[config.mk]
export PLATFORM = sky130hd
export DESIGN_NAME = rsd_top
export DESIGN_NICKNAME = d
export VERILOG_FILES = /design/src/common/rsd_pkg.sv /design/src/core/rsd_reset_sync.sv /design/src/core/rsd_top.sv
export VERILOG_INCLUDE_DIRS = /design/src /design/src/common
export SDC_FILE = /design/constraint.sdc
export NUM_CORES = 1
export LEC_CHECK = 0
export ABC_CLOCK_PERIOD_IN_PS = 7670
export BUFFER_PORTS_ARGS = -buffer_cell sky130_fd_sc_hd__buf_2
export CAP_MARGIN = 0
export CORE_UTILIZATION = 49
export CTS_CLUSTER_DIAMETER = 30
export DETAILED_ROUTE_END_ITERATION = 10
export GPL_TIMING_DRIVEN = 0
export PLACE_DENSITY = 0.85
export SYNTH_ARGS = -nofsm -noshare
export SYNTH_HDL_FRONTEND = slang
export SYNTH_SLANG_ARGS = --single-unit
[constraint.sdc]
create_clock -name mclk_i -period 7.67 [get_ports mclk_i]
set_input_delay 1.534 -clock mclk_i [delete_from_list [all_inputs] [get_ports mclk_i]]
set_output_delay 1.534 -clock mclk_i [all_outputs]
set_load 0.1 [all_outputs]
[src/common/rsd_cfg.svh]
// Constants for the reset, strap and pin-default sequencer
`ifndef RSD_CFG_SVH
`define RSD_CFG_SVH

`define RSD_PIO_W         32
// Pins that keep their normal function after power-on reset (4 to 9)
`define RSD_NORMAL_MASK   32'h000003F0
// Pins whose power-on default is input with pulldown (1, 10, 22, 23)
`define RSD_PD_DEFAULT    32'h00C00402
// Synchronous-ready pin, the one normal pin with a pulldown choice
`define RSD_SYNC_READY_MASK     32'h00000040
// Pins whose pull choice is a pulldown
`define RSD_PD_MASK       (`RSD_PD_DEFAULT | `RSD_SYNC_READY_MASK)
// Clock-select pins 26 and 29, returned to bus use by a low strap
`define RSD_CLKSEL_MASK   32'h24000000
// Power-on defaults of the pin configuration
`define RSD_MODE_RST      (~`RSD_NORMAL_MASK)
`define RSD_DIR_RST       32'hFFFFFFFF
`define RSD_PULL_RST      32'hFFFFFFFF
`define RSD_PU_RST        (`RSD_MODE_RST & ~`RSD_PD_MASK)
`define RSD_PD_RST        (`RSD_MODE_RST & `RSD_PD_MASK)
// Reset vector where execution restarts
`define RSD_RESET_VECTOR  20'hFFFF0
// Strap reads high when not sampled yet (internal pullup)
`define RSD_STRAP_RST     1'h1
// Fetch delay after reset release, in half output-clock periods
`define RSD_FETCH_HALF    13
// Synchroniser depth on the reset input
`define RSD_SYNC_STAGES   2
// Cycles counted after the synchronised release, rounded up
`define RSD_FETCH_CYC     (((`RSD_FETCH_HALF + 1) / 2) - `RSD_SYNC_STAGES)
`define RSD_CNT_W         4

`endif

[src/common/rsd_pkg.sv]
// Types shared by the reset, strap and pin-default sequencer
package rsd_pkg;

   // Bus phase sequencer states
   typedef enum logic [1:0] {
      RSD_IDLE = 2'b00,
      RSD_ADDR = 2'b01,
      RSD_TURN = 2'b10,
      RSD_DATA = 2'b11
   } rsd_bus_st_t;

endpackage

[src/core/rsd_reset_sync.sv]
// Reset synchroniser: asynchronous assertion, clocked release
`timescale 1ns/10ps
module rsd_reset_sync #(
   parameter int STAGES = 2
) (
   input  wire logic mclk_i,      // Output clock
   input  wire logic reset_n_i,   // Raw reset pin, active low
   output logic      rst_n_o      // Synchronised reset, active low
);

   // Shift chain; only the last stage is read outside
   logic [STAGES-1:0] chain_q;

   // A single stage gives no settling time, so refuse it at elaboration
   if (STAGES < 2) begin
      $error("rsd_reset_sync needs at least two stages");
   end

   // Assert at once, release after STAGES edges to avoid metastability
   always_ff @(posedge mclk_i or negedge reset_n_i) begin
      if (!reset_n_i) begin
         chain_q <= '0;
      end else begin
         chain_q <= {chain_q[STAGES-2:0], 1'b1};
      end
   end

   assign rst_n_o = chain_q[STAGES-1];

endmodule

[src/core/rsd_top.sv]
// Reset entry and exit, strap capture, pin defaults and strobe control
`timescale 1ns/10ps
`include "rsd_cfg.svh"

// Summary of operation
// - Power-on pin defaults: pulldown, normal, pullup
// - Normal-default pins except synchronous-ready offer only pullup as PROGRAMMABLE_IO
// - Synchronous-ready pin as PROGRAMMABLE_IO offers pulldown
// - Low strap returns clock-select pins to bus
// - Read strobe waits until muxed bus released
// - Read strobe floats in hold and emulation
// - Reset abandons work, restarts at FFFF0h
// - Reset input synchronised before use
// - First fetch about 6.5 clocks after release
// - Byte-wide variant marks refresh cycles low
// - Refresh pin pulled up in reset, floats
// - High strap: disable-address bit gates bus
// - Disable-address set: address on dedicated pins
// - Low strap: bus always multiplexed, status pins
// - Strap sampled within three clocks of release
module rsd_top #(
   parameter bit BYTE_WIDE = 1'b1,                 // Byte-wide variant
   parameter int PIO_W     = `RSD_PIO_W            // Programmable pin count
) (
   input  wire logic             mclk_i,           // Output clock, 25 MHz
   input  wire logic             reset_n_i,        // Reset pin, async low
   input  wire logic             addr_enable_strap_i, // Strap pin level
   input  wire logic             pio_wr_i,         // Pin config write strobe
   input  wire logic [PIO_W-1:0] pio_mode_wr_i,    // 1 = general I/O
   input  wire logic [PIO_W-1:0] pio_dir_wr_i,     // 1 = input
   input  wire logic [PIO_W-1:0] pio_pull_wr_i,    // 1 = weak pull on
   input  wire logic             bus_hold_i,       // Bus hold granted
   input  wire logic             on_circuit_emulation_mode_mode_i,      // Emulation mode active
   input  wire logic             cyc_start_i,      // Bus cycle starts
   input  wire logic             cyc_read_i,       // Cycle is a read
   input  wire logic             cyc_end_i,        // Data phase done
   input  wire logic             upper_chip_select_i, // Upper region hit
   input  wire logic             lower_chip_select_i, // Lower region hit
   input  wire logic             upper_da_i,       // Upper region address off
   input  wire logic             lower_da_i,       // Lower region address off
   input  wire logic             refresh_cycle_i,  // Refresh cycle running
   input  wire logic             psram_mode_i,     // PSRAM mode selected
   output logic [PIO_W-1:0]      pio_mode_o,       // Pin is general I/O
   output logic [PIO_W-1:0]      pio_in_o,         // Pin is an input
   output logic [PIO_W-1:0]      pio_pu_o,         // Pullup active
   output logic [PIO_W-1:0]      pio_pd_o,         // Pulldown active
   output logic                  strap_high_o,     // Captured strap level
   output logic                  status6_en_o,     // Status bit 6 normal
   output logic                  zero_instr_en_o,  // Zero-instr pin normal
   output logic                  ad_addr_oe_o,     // Muxed bus drives address
   output logic                  addr_pins_oe_o,   // Dedicated address pins
   output logic                  rd_n_o,           // Read strobe, active low
   output logic                  rd_oe_o,          // Read strobe driven
   output logic                  refresh_indicate_n_o, // Refresh mark
   output logic                  refresh_oe_o,     // Refresh pin driven
   output logic                  refresh_pu_o,     // Refresh pin pullup on
   output logic                  midsel3_refresh_n_o, // PSRAM refresh mark
   output logic                  fetch_start_o,    // First fetch pulse
   output logic [19:0]           fetch_addr_o      // First fetch address
);

   // Pin masks are fixed words, so any other width is refused at elaboration
   if (PIO_W != `RSD_PIO_W) begin
      $error("rsd_top pin masks are built for 32 pins");
   end

   // Synchronised reset; every state flop below except the strap synchroniser clears on it
   logic                rst_n;              // Internal reset, active low
   // Strap pin synchroniser
   logic                strap_s1_q;         // First stage
   logic                strap_s2_q;         // Second stage
   logic                sampled_q;          // Strap already captured
   logic                strap_q;            // Captured strap level
   // Pin configuration store
   logic [PIO_W-1:0]    mode_q;             // General I/O select
   logic [PIO_W-1:0]    dir_q;              // Direction, 1 = input
   logic [PIO_W-1:0]    pull_q;             // Pull enable
   // Fetch delay
   logic [`RSD_CNT_W-1:0] fetch_cnt_q;      // Cycles since release
   logic                fetch_done_q;       // First fetch issued
   // Bus phase sequencer
   rsd_pkg::rsd_bus_st_t st_q;              // Current phase
   rsd_pkg::rsd_bus_st_t st_d;              // Next phase
   logic                read_q;             // Cycle in flight is a read
   logic                floating;           // Hold or emulation
   logic                addr_suppress;      // Address off the muxed bus

   // Weak pull selection for one pull direction
   function automatic logic [PIO_W-1:0] pull_sel(
      input logic [PIO_W-1:0] mode,
      input logic [PIO_W-1:0] dir,
      input logic [PIO_W-1:0] pull,
      input logic [PIO_W-1:0] kind
   );
      pull_sel = mode & dir & pull & kind;
   endfunction

   // Reset release is synchronised before anything acts on it
   rsd_reset_sync #(
      .STAGES (`RSD_SYNC_STAGES)
   ) u_rst_sync (
      .mclk_i    (mclk_i),
      .reset_n_i (reset_n_i),
      .rst_n_o   (rst_n)
   );

   // Strap pin passes two flops; no reset so the pin is seen at release
   always_ff @(posedge mclk_i) begin
      strap_s1_q <= addr_enable_strap_i;
      strap_s2_q <= strap_s1_q;
   end

   // Capture the strap once, first edge after internal release
   always_ff @(posedge mclk_i or negedge rst_n) begin
      if (!rst_n) begin
         sampled_q <= 1'b0;
         strap_q   <= `RSD_STRAP_RST;
      end else if (!sampled_q) begin
         sampled_q <= 1'b1;
         strap_q   <= strap_s2_q;
      end
      // Once captured the level stays until the next reset
   end

   // Strap-driven pin functions, held in flops
   always_ff @(posedge mclk_i or negedge rst_n) begin
      if (!rst_n) begin
         strap_high_o    <= `RSD_STRAP_RST;
         status6_en_o    <= 1'b0;
         zero_instr_en_o <= 1'b0;
      end else begin
         strap_high_o    <= strap_q;
         status6_en_o    <= sampled_q & ~strap_q;
         zero_instr_en_o <= sampled_q & ~strap_q;
      end
   end

   // Pin configuration: power-on defaults, strap revert, writes
   always_ff @(posedge mclk_i or negedge rst_n) begin
      if (!rst_n) begin
         mode_q <= `RSD_MODE_RST;
         dir_q  <= `RSD_DIR_RST;
         pull_q <= `RSD_PULL_RST;
      end else if (!sampled_q && !strap_s2_q) begin
         // Low strap gives the clock-select pins back to the bus
         mode_q <= mode_q & ~`RSD_CLKSEL_MASK;
      end else if (pio_wr_i) begin
         mode_q <= pio_mode_wr_i;
         dir_q  <= pio_dir_wr_i;
         pull_q <= pio_pull_wr_i;
      end
   end

   // Pin outputs; pull kind is fixed per pin, so normal-default pins
   // only ever get a pullup except the synchronous-ready pin
   always_ff @(posedge mclk_i or negedge rst_n) begin
      if (!rst_n) begin
         pio_mode_o <= `RSD_MODE_RST;
         pio_in_o   <= `RSD_DIR_RST;
         pio_pu_o   <= `RSD_PU_RST;
         pio_pd_o   <= `RSD_PD_RST;
      end else begin
         pio_mode_o <= mode_q;
         pio_in_o   <= dir_q;
         pio_pu_o   <= pull_sel(mode_q, dir_q, pull_q, ~`RSD_PD_MASK);
         pio_pd_o   <= pull_sel(mode_q, dir_q, pull_q, `RSD_PD_MASK);
      end
   end

   // First fetch after the documented delay; reset abandons it
   always_ff @(posedge mclk_i or negedge rst_n) begin
      if (!rst_n) begin
         fetch_cnt_q   <= '0;
         fetch_done_q  <= 1'b0;
         fetch_start_o <= 1'b0;
      end else begin
         fetch_start_o <= 1'b0;
         if (!fetch_done_q) begin
            if (fetch_cnt_q == `RSD_CNT_W'(`RSD_FETCH_CYC - 1)) begin
               fetch_done_q  <= 1'b1;
               fetch_start_o <= 1'b1;
            end else begin
               fetch_cnt_q <= fetch_cnt_q + `RSD_CNT_W'(1);
            end
         end
      end
   end

   // Restart address is fixed; held as a flop like every output
   always_ff @(posedge mclk_i or negedge rst_n) begin
      if (!rst_n) begin
         fetch_addr_o <= `RSD_RESET_VECTOR;
      end else begin
         fetch_addr_o <= `RSD_RESET_VECTOR;
      end
   end

   assign floating = bus_hold_i | on_circuit_emulation_mode_mode_i;
   // With a high strap each region's disable-address bit gates the bus
   assign addr_suppress = strap_q &
      ((upper_chip_select_i & upper_da_i) |
       (lower_chip_select_i & lower_da_i));

   // Phase sequencing; the turn phase keeps the strobe off the bus
   // until the address drivers have let go
   always_comb begin
      st_d = st_q;
      case (st_q)
         rsd_pkg::RSD_IDLE: begin
            if (cyc_start_i) begin
               st_d = rsd_pkg::RSD_ADDR;
            end
         end
         rsd_pkg::RSD_ADDR: begin
            st_d = rsd_pkg::RSD_TURN;
         end
         rsd_pkg::RSD_TURN: begin
            st_d = rsd_pkg::RSD_DATA;
         end
         rsd_pkg::RSD_DATA: begin
            if (cyc_end_i) begin
               st_d = rsd_pkg::RSD_IDLE;
            end
         end
         default: begin
            st_d = rsd_pkg::RSD_IDLE;
         end
      endcase
      // Hold or emulation abandons the cycle
      if (floating) begin
         st_d = rsd_pkg::RSD_IDLE;
      end
   end

   // Phase register and read flag
   always_ff @(posedge mclk_i or negedge rst_n) begin
      if (!rst_n) begin
         st_q   <= rsd_pkg::RSD_IDLE;
         read_q <= 1'b0;
      end else begin
         st_q <= st_d;
         if (st_q == rsd_pkg::RSD_IDLE && cyc_start_i) begin
            read_q <= cyc_read_i;
         end
      end
   end

   // Bus drivers follow the next phase so outputs stay flop-driven
   always_ff @(posedge mclk_i or negedge rst_n) begin
      if (!rst_n) begin
         ad_addr_oe_o   <= 1'b0;
         addr_pins_oe_o <= 1'b0;
         rd_n_o         <= 1'b1;
         rd_oe_o        <= 1'b0;
      end else begin
         ad_addr_oe_o   <= (st_d == rsd_pkg::RSD_ADDR) & ~addr_suppress;
         addr_pins_oe_o <= ~floating;
         // Strobe only in the data phase, a full phase after release
         rd_n_o  <= ~((st_d == rsd_pkg::RSD_DATA) &
                      ((st_q == rsd_pkg::RSD_IDLE) ? cyc_read_i : read_q));
         rd_oe_o <= ~floating;
      end
   end

   // Refresh indication; PSRAM refresh moves to the chip-select pin
   always_ff @(posedge mclk_i or negedge rst_n) begin
      if (!rst_n) begin
         refresh_indicate_n_o <= 1'b1;
         refresh_oe_o         <= 1'b0;
         refresh_pu_o         <= 1'b1;
         midsel3_refresh_n_o  <= 1'b1;
      end else begin
         refresh_indicate_n_o <= ~(BYTE_WIDE & refresh_cycle_i &
                                   ~psram_mode_i);
         refresh_oe_o         <= BYTE_WIDE & ~floating;
         refresh_pu_o         <= 1'b0;
         midsel3_refresh_n_o  <= ~(psram_mode_i & refresh_cycle_i);
      end
   end

endmodule

==> parameters.txt <==
Parameter                              Value

Run status
  Result of the run ... finished clean

Timing
  Slew Viols, Final ... 0
  Setup Total Neg Slack ... 0 ns
  Worst Max-Slew Pin Slew ... between 0.6 and 0.7 ns
  Final setup violation count ... 0
  Peak clock frequency supported by timing ... 334 MHz
  Tcrit/Tclk final ... 0.390
  Shortest clock period the worst path allows after layout ... around 3 ns
  Clock skew after layout ... about 0.02 ns
  RSZ-0062 raised after global routing ... no
  Count of final hold-check violations ... 0
  Slew Limit Headroom ... 0.563
  Hold_ws ... 0.331 ns

Final layout
  Register cell area after layout ... 5600 um^2
  Commonest cells after routing, fill and taps aside ... 221 x sky130_fd_sc_hd__buf_2, 180 x sky130_fd_sc_hd__dfstp_2, 60 x sky130_fd_sc_hd__mux2_1
  Count of filler cells inserted in the layout ... between 1000 and 1500
  Area of the multi-input gates ... between 1500 and 2000 um^2
  # diodes ... 0
  Most frequent standard cell in the layout excluding fill and tap cells ... sky130_fd_sc_hd__buf_2
  Area growth syn-to-layout ... 37.8%
  Share of cells above drive strength 1 ... 0.720
  # nets final ... 876
  Final standard cell utilization of the core ... 0.692

Setup path
  Critical R2R Launch ... fetch_cnt_q[0]$_DFFE_PN0P_
  Crit Reg-Reg Endpoint ... fetch_cnt_q[1]$_DFFE_PN0P_
  Cell class contributing the biggest share of worst-path delay ... flip-flops
  Type of the setup path with the least slack ... flip-flop to output port
  Required time of the worst setup path ... ~6.1 ns
  Data arrival time of the critical path ... about 1.5 ns
  Capture point of the critical path ... pio_in_o[0]
  Slowest stage cell, crit path ... sky130_fd_sc_hd__dfstp_2
  CP Depth ... 1
  R2r worst-path depth ... 5
  Type of destination of the critical path ... output port
  Bufs and invs on worst path ... 1
  Critical Path Source ... pio_in_o[0]$_DFF_PN1_
  Peak per-stage delay on the critical path ... roughly 0.52 ns
  Reg-to-reg setup timing slack ... 6.10 ns
  Startpoint Class ... flip-flop
  Critical Path Fanout Max ... 1
  Chain of cells forming the critical path ... buf_2

Power and ir drop
  Leakage power total ... a little over 5 nW
  Design Power ... roughly 3.9 mW
  Maximum VDD drop ... about 0.00023 V
  Pwr per Cell Area ... 371 nW/um^2

Clocking
  Clock Latency Late Sink ... roughly 0.50 ns
  Clk Tree Root Cell ... sky130_fd_sc_hd__clkbuf_16
  Clock transition at the registers of the reported paths ... ~0.060 ns
  Post-cts resize count ... 0
  Clock Sink Count ... approximately 220
  Clock tree from TritonCTS ... done
  Number of setup buffers added after CTS ... 0
  Htree depth ... 2
  Max clock buf depth ... 3
  Clock buffer count from CTS ... 38
  Hold buffer count at CTS ... 0

Place
  Number of buffer cells added on primary ports ... roughly 220
  Gpl congestion ... just under 0.8
  HPWL after detailed placement ... roughly 11 mm

Flow run
  Max-capacitance violation count ... 0

Routing
  Per-cell routed wire length ... between 15 and 20 um
  Post-detailed-route count of antenna-violating nets ... 0
  Via count of the routed design ... ~4500
  Routed WL ... around 16 mm
  Initial DRC Count ... 144
  Pre-Repair DR Iteration Count ... 4
  Via-per-instance ratio ... around 4.6
  DRC viols ... 0

Synthesis
  Share of the synthesized area in the top cell type ... 0.620
  Biggest area consumer among synthesized cells ... sky130_fd_sc_hd__dfstp_2
  Syn Area/Cell ... between 15 and 20 um^2
  Count of yosys warnings during synthesis ... 0
  Biggest area contributors in the synthesized netlist ... sky130_fd_sc_hd__dfstp_2 62%, sky130_fd_sc_hd__dfrtp_1 11%, sky130_fd_sc_hd__mux2_1 8.9%, sky130_fd_sc_hd__mux2_2 5.6%, sky130_fd_sc_hd__buf_4 5.4%
  Count of different cell masters after synthesis ... 28
  Cell area after technology mapping ... around 7600 um^2
  Sequential fraction of the synthesis area ... 0.733
  #FFs+latches synth ... between 200 and 250
  Gate Count Post-Synth ... ~450

Die
  Core ar. ... ~15000 um^2
  X dimension of the die ... 127 um
  Top-level I/O count ... around 270
  Die Area ... 16100 um^2
  Initial Utilization ... 0.502
  Vertical die dimension ... around 130 um
  FP Rows ... 45

Global routing
  Remaining Overflow, GRT ... 0
  Via count of the first global-routing pass ... about 4800
  Maximum number of pins on one net before global-route repair ... between 60 and 70
  Total routing resource utilization after global routing ... 0.200
  First-pass GRT wire length ... around 24 mm
  Antenna violations before repair ... 0

Hold path
  Classification of the worst-slack hold path ... flip-flop to flip-flop
  Launch instance of the worst min-delay path ... strap_s1_q$_DFF_P_
[cells by family after synthesis]
logic type,share of synthesized area
other,0.000984
flip-flops,0.733
AND/OR/NAND/NOR,0.0379
XOR/XNOR,0.00115
adder cells (fa/ha/maj),0.00328
multiplexers,0.147
buffers and inverters,0.0688
AO/OA/AOI/OAI,0.00770
[flip-flops by register name, indices dropped and copies added (netlist names), 2 cells and up]
signal	cells
dir_q	32
fetch_cnt_q	4
mode_q	32
pio_in_o	32
pio_mode_o	32
pio_pd_o	5
pio_pu_o	27
pull_q	32
st_q	2
u_rst_sync.chain_q	2
[cell usage after synthesis]
cell type	n
sky130_fd_sc_hd__ha_1	2
sky130_fd_sc_hd__nand2_1	3
sky130_fd_sc_hd__buf_6	7
sky130_fd_sc_hd__mux2_2	38
sky130_fd_sc_hd__a2111oi_0	1
sky130_fd_sc_hd__conb_1	2
sky130_fd_sc_hd__o21ai_0	1
sky130_fd_sc_hd__nor3b_1	1
sky130_fd_sc_hd__and3_1	33
sky130_fd_sc_hd__o22ai_1	1
sky130_fd_sc_hd__dfxtp_1	2
sky130_fd_sc_hd__nand2b_1	1
sky130_fd_sc_hd__and2_1	1
sky130_fd_sc_hd__xnor2_1	1
sky130_fd_sc_hd__o21ai_2	1
sky130_fd_sc_hd__mux2i_1	2
sky130_fd_sc_hd__a31oi_1	1
sky130_fd_sc_hd__a21oi_1	3
sky130_fd_sc_hd__buf_2	3
sky130_fd_sc_hd__buf_4	55
sky130_fd_sc_hd__nand4_1	2
sky130_fd_sc_hd__a22o_1	1
sky130_fd_sc_hd__nor2_1	7
sky130_fd_sc_hd__nor2b_1	2
sky130_fd_sc_hd__mux2_1	60
sky130_fd_sc_hd__dfrtp_1	33
sky130_fd_sc_hd__dfstp_2	180
sky130_fd_sc_hd__inv_1	5
[per-stage QoR]
step	cells	setup slack, ns	instance area, um^2
after floorplan	502	1.61	7830
after global placement	908	-0.452	9160
after detailed placement	911	5.02	9250
after CTS	978	4.66	10500
after global routing	978	4.65	10500
final	978	4.68	10500
[power by group]
group	total, mW	switching [mW]	internal, mW
registers	1.42	0.0678	1.36
logic	0.845	0.696	0.149
clock network	1.63	0.550	1.08
total	3.90	1.31	2.59
[how the worst min path moves through the flow]
stage	to	cells past startpoint	slack, ns
after global placement	strap_s2_q$_DFF_P_	0	0.31
after detailed placement	strap_s2_q$_DFF_P_	0	0.32
after floorplan	strap_s2_q$_DFF_P_	0	0.31
after global routing	strap_s2_q$_DFF_P_	0	0.34
after CTS	strap_s2_q$_DFF_P_	0	0.34
final	strap_s2_q$_DFF_P_	0	0.33
[area by class of cell]
type | instances | share of cell area
clock inverter | 19 | 0.0201
buffer | 65 | 0.0482
sequential | 215 | 0.532
timing repair buffer | 221 | 0.112
tap | 188 | 0.0224
multi-input combinational | 217 | 0.163
clock buffer | 48 | 0.101
inverter | 5 | 0.00178
[per-layer routing]
layer | wire length, um | global-route usage
met4 | 582 | 0.106
met3 | 1180 | 0.0633
met2 | 8230 | 0.350
met1 | 5730 | 0.217
met5 | 0 | 0
Power figures use the tool's default switching activity.
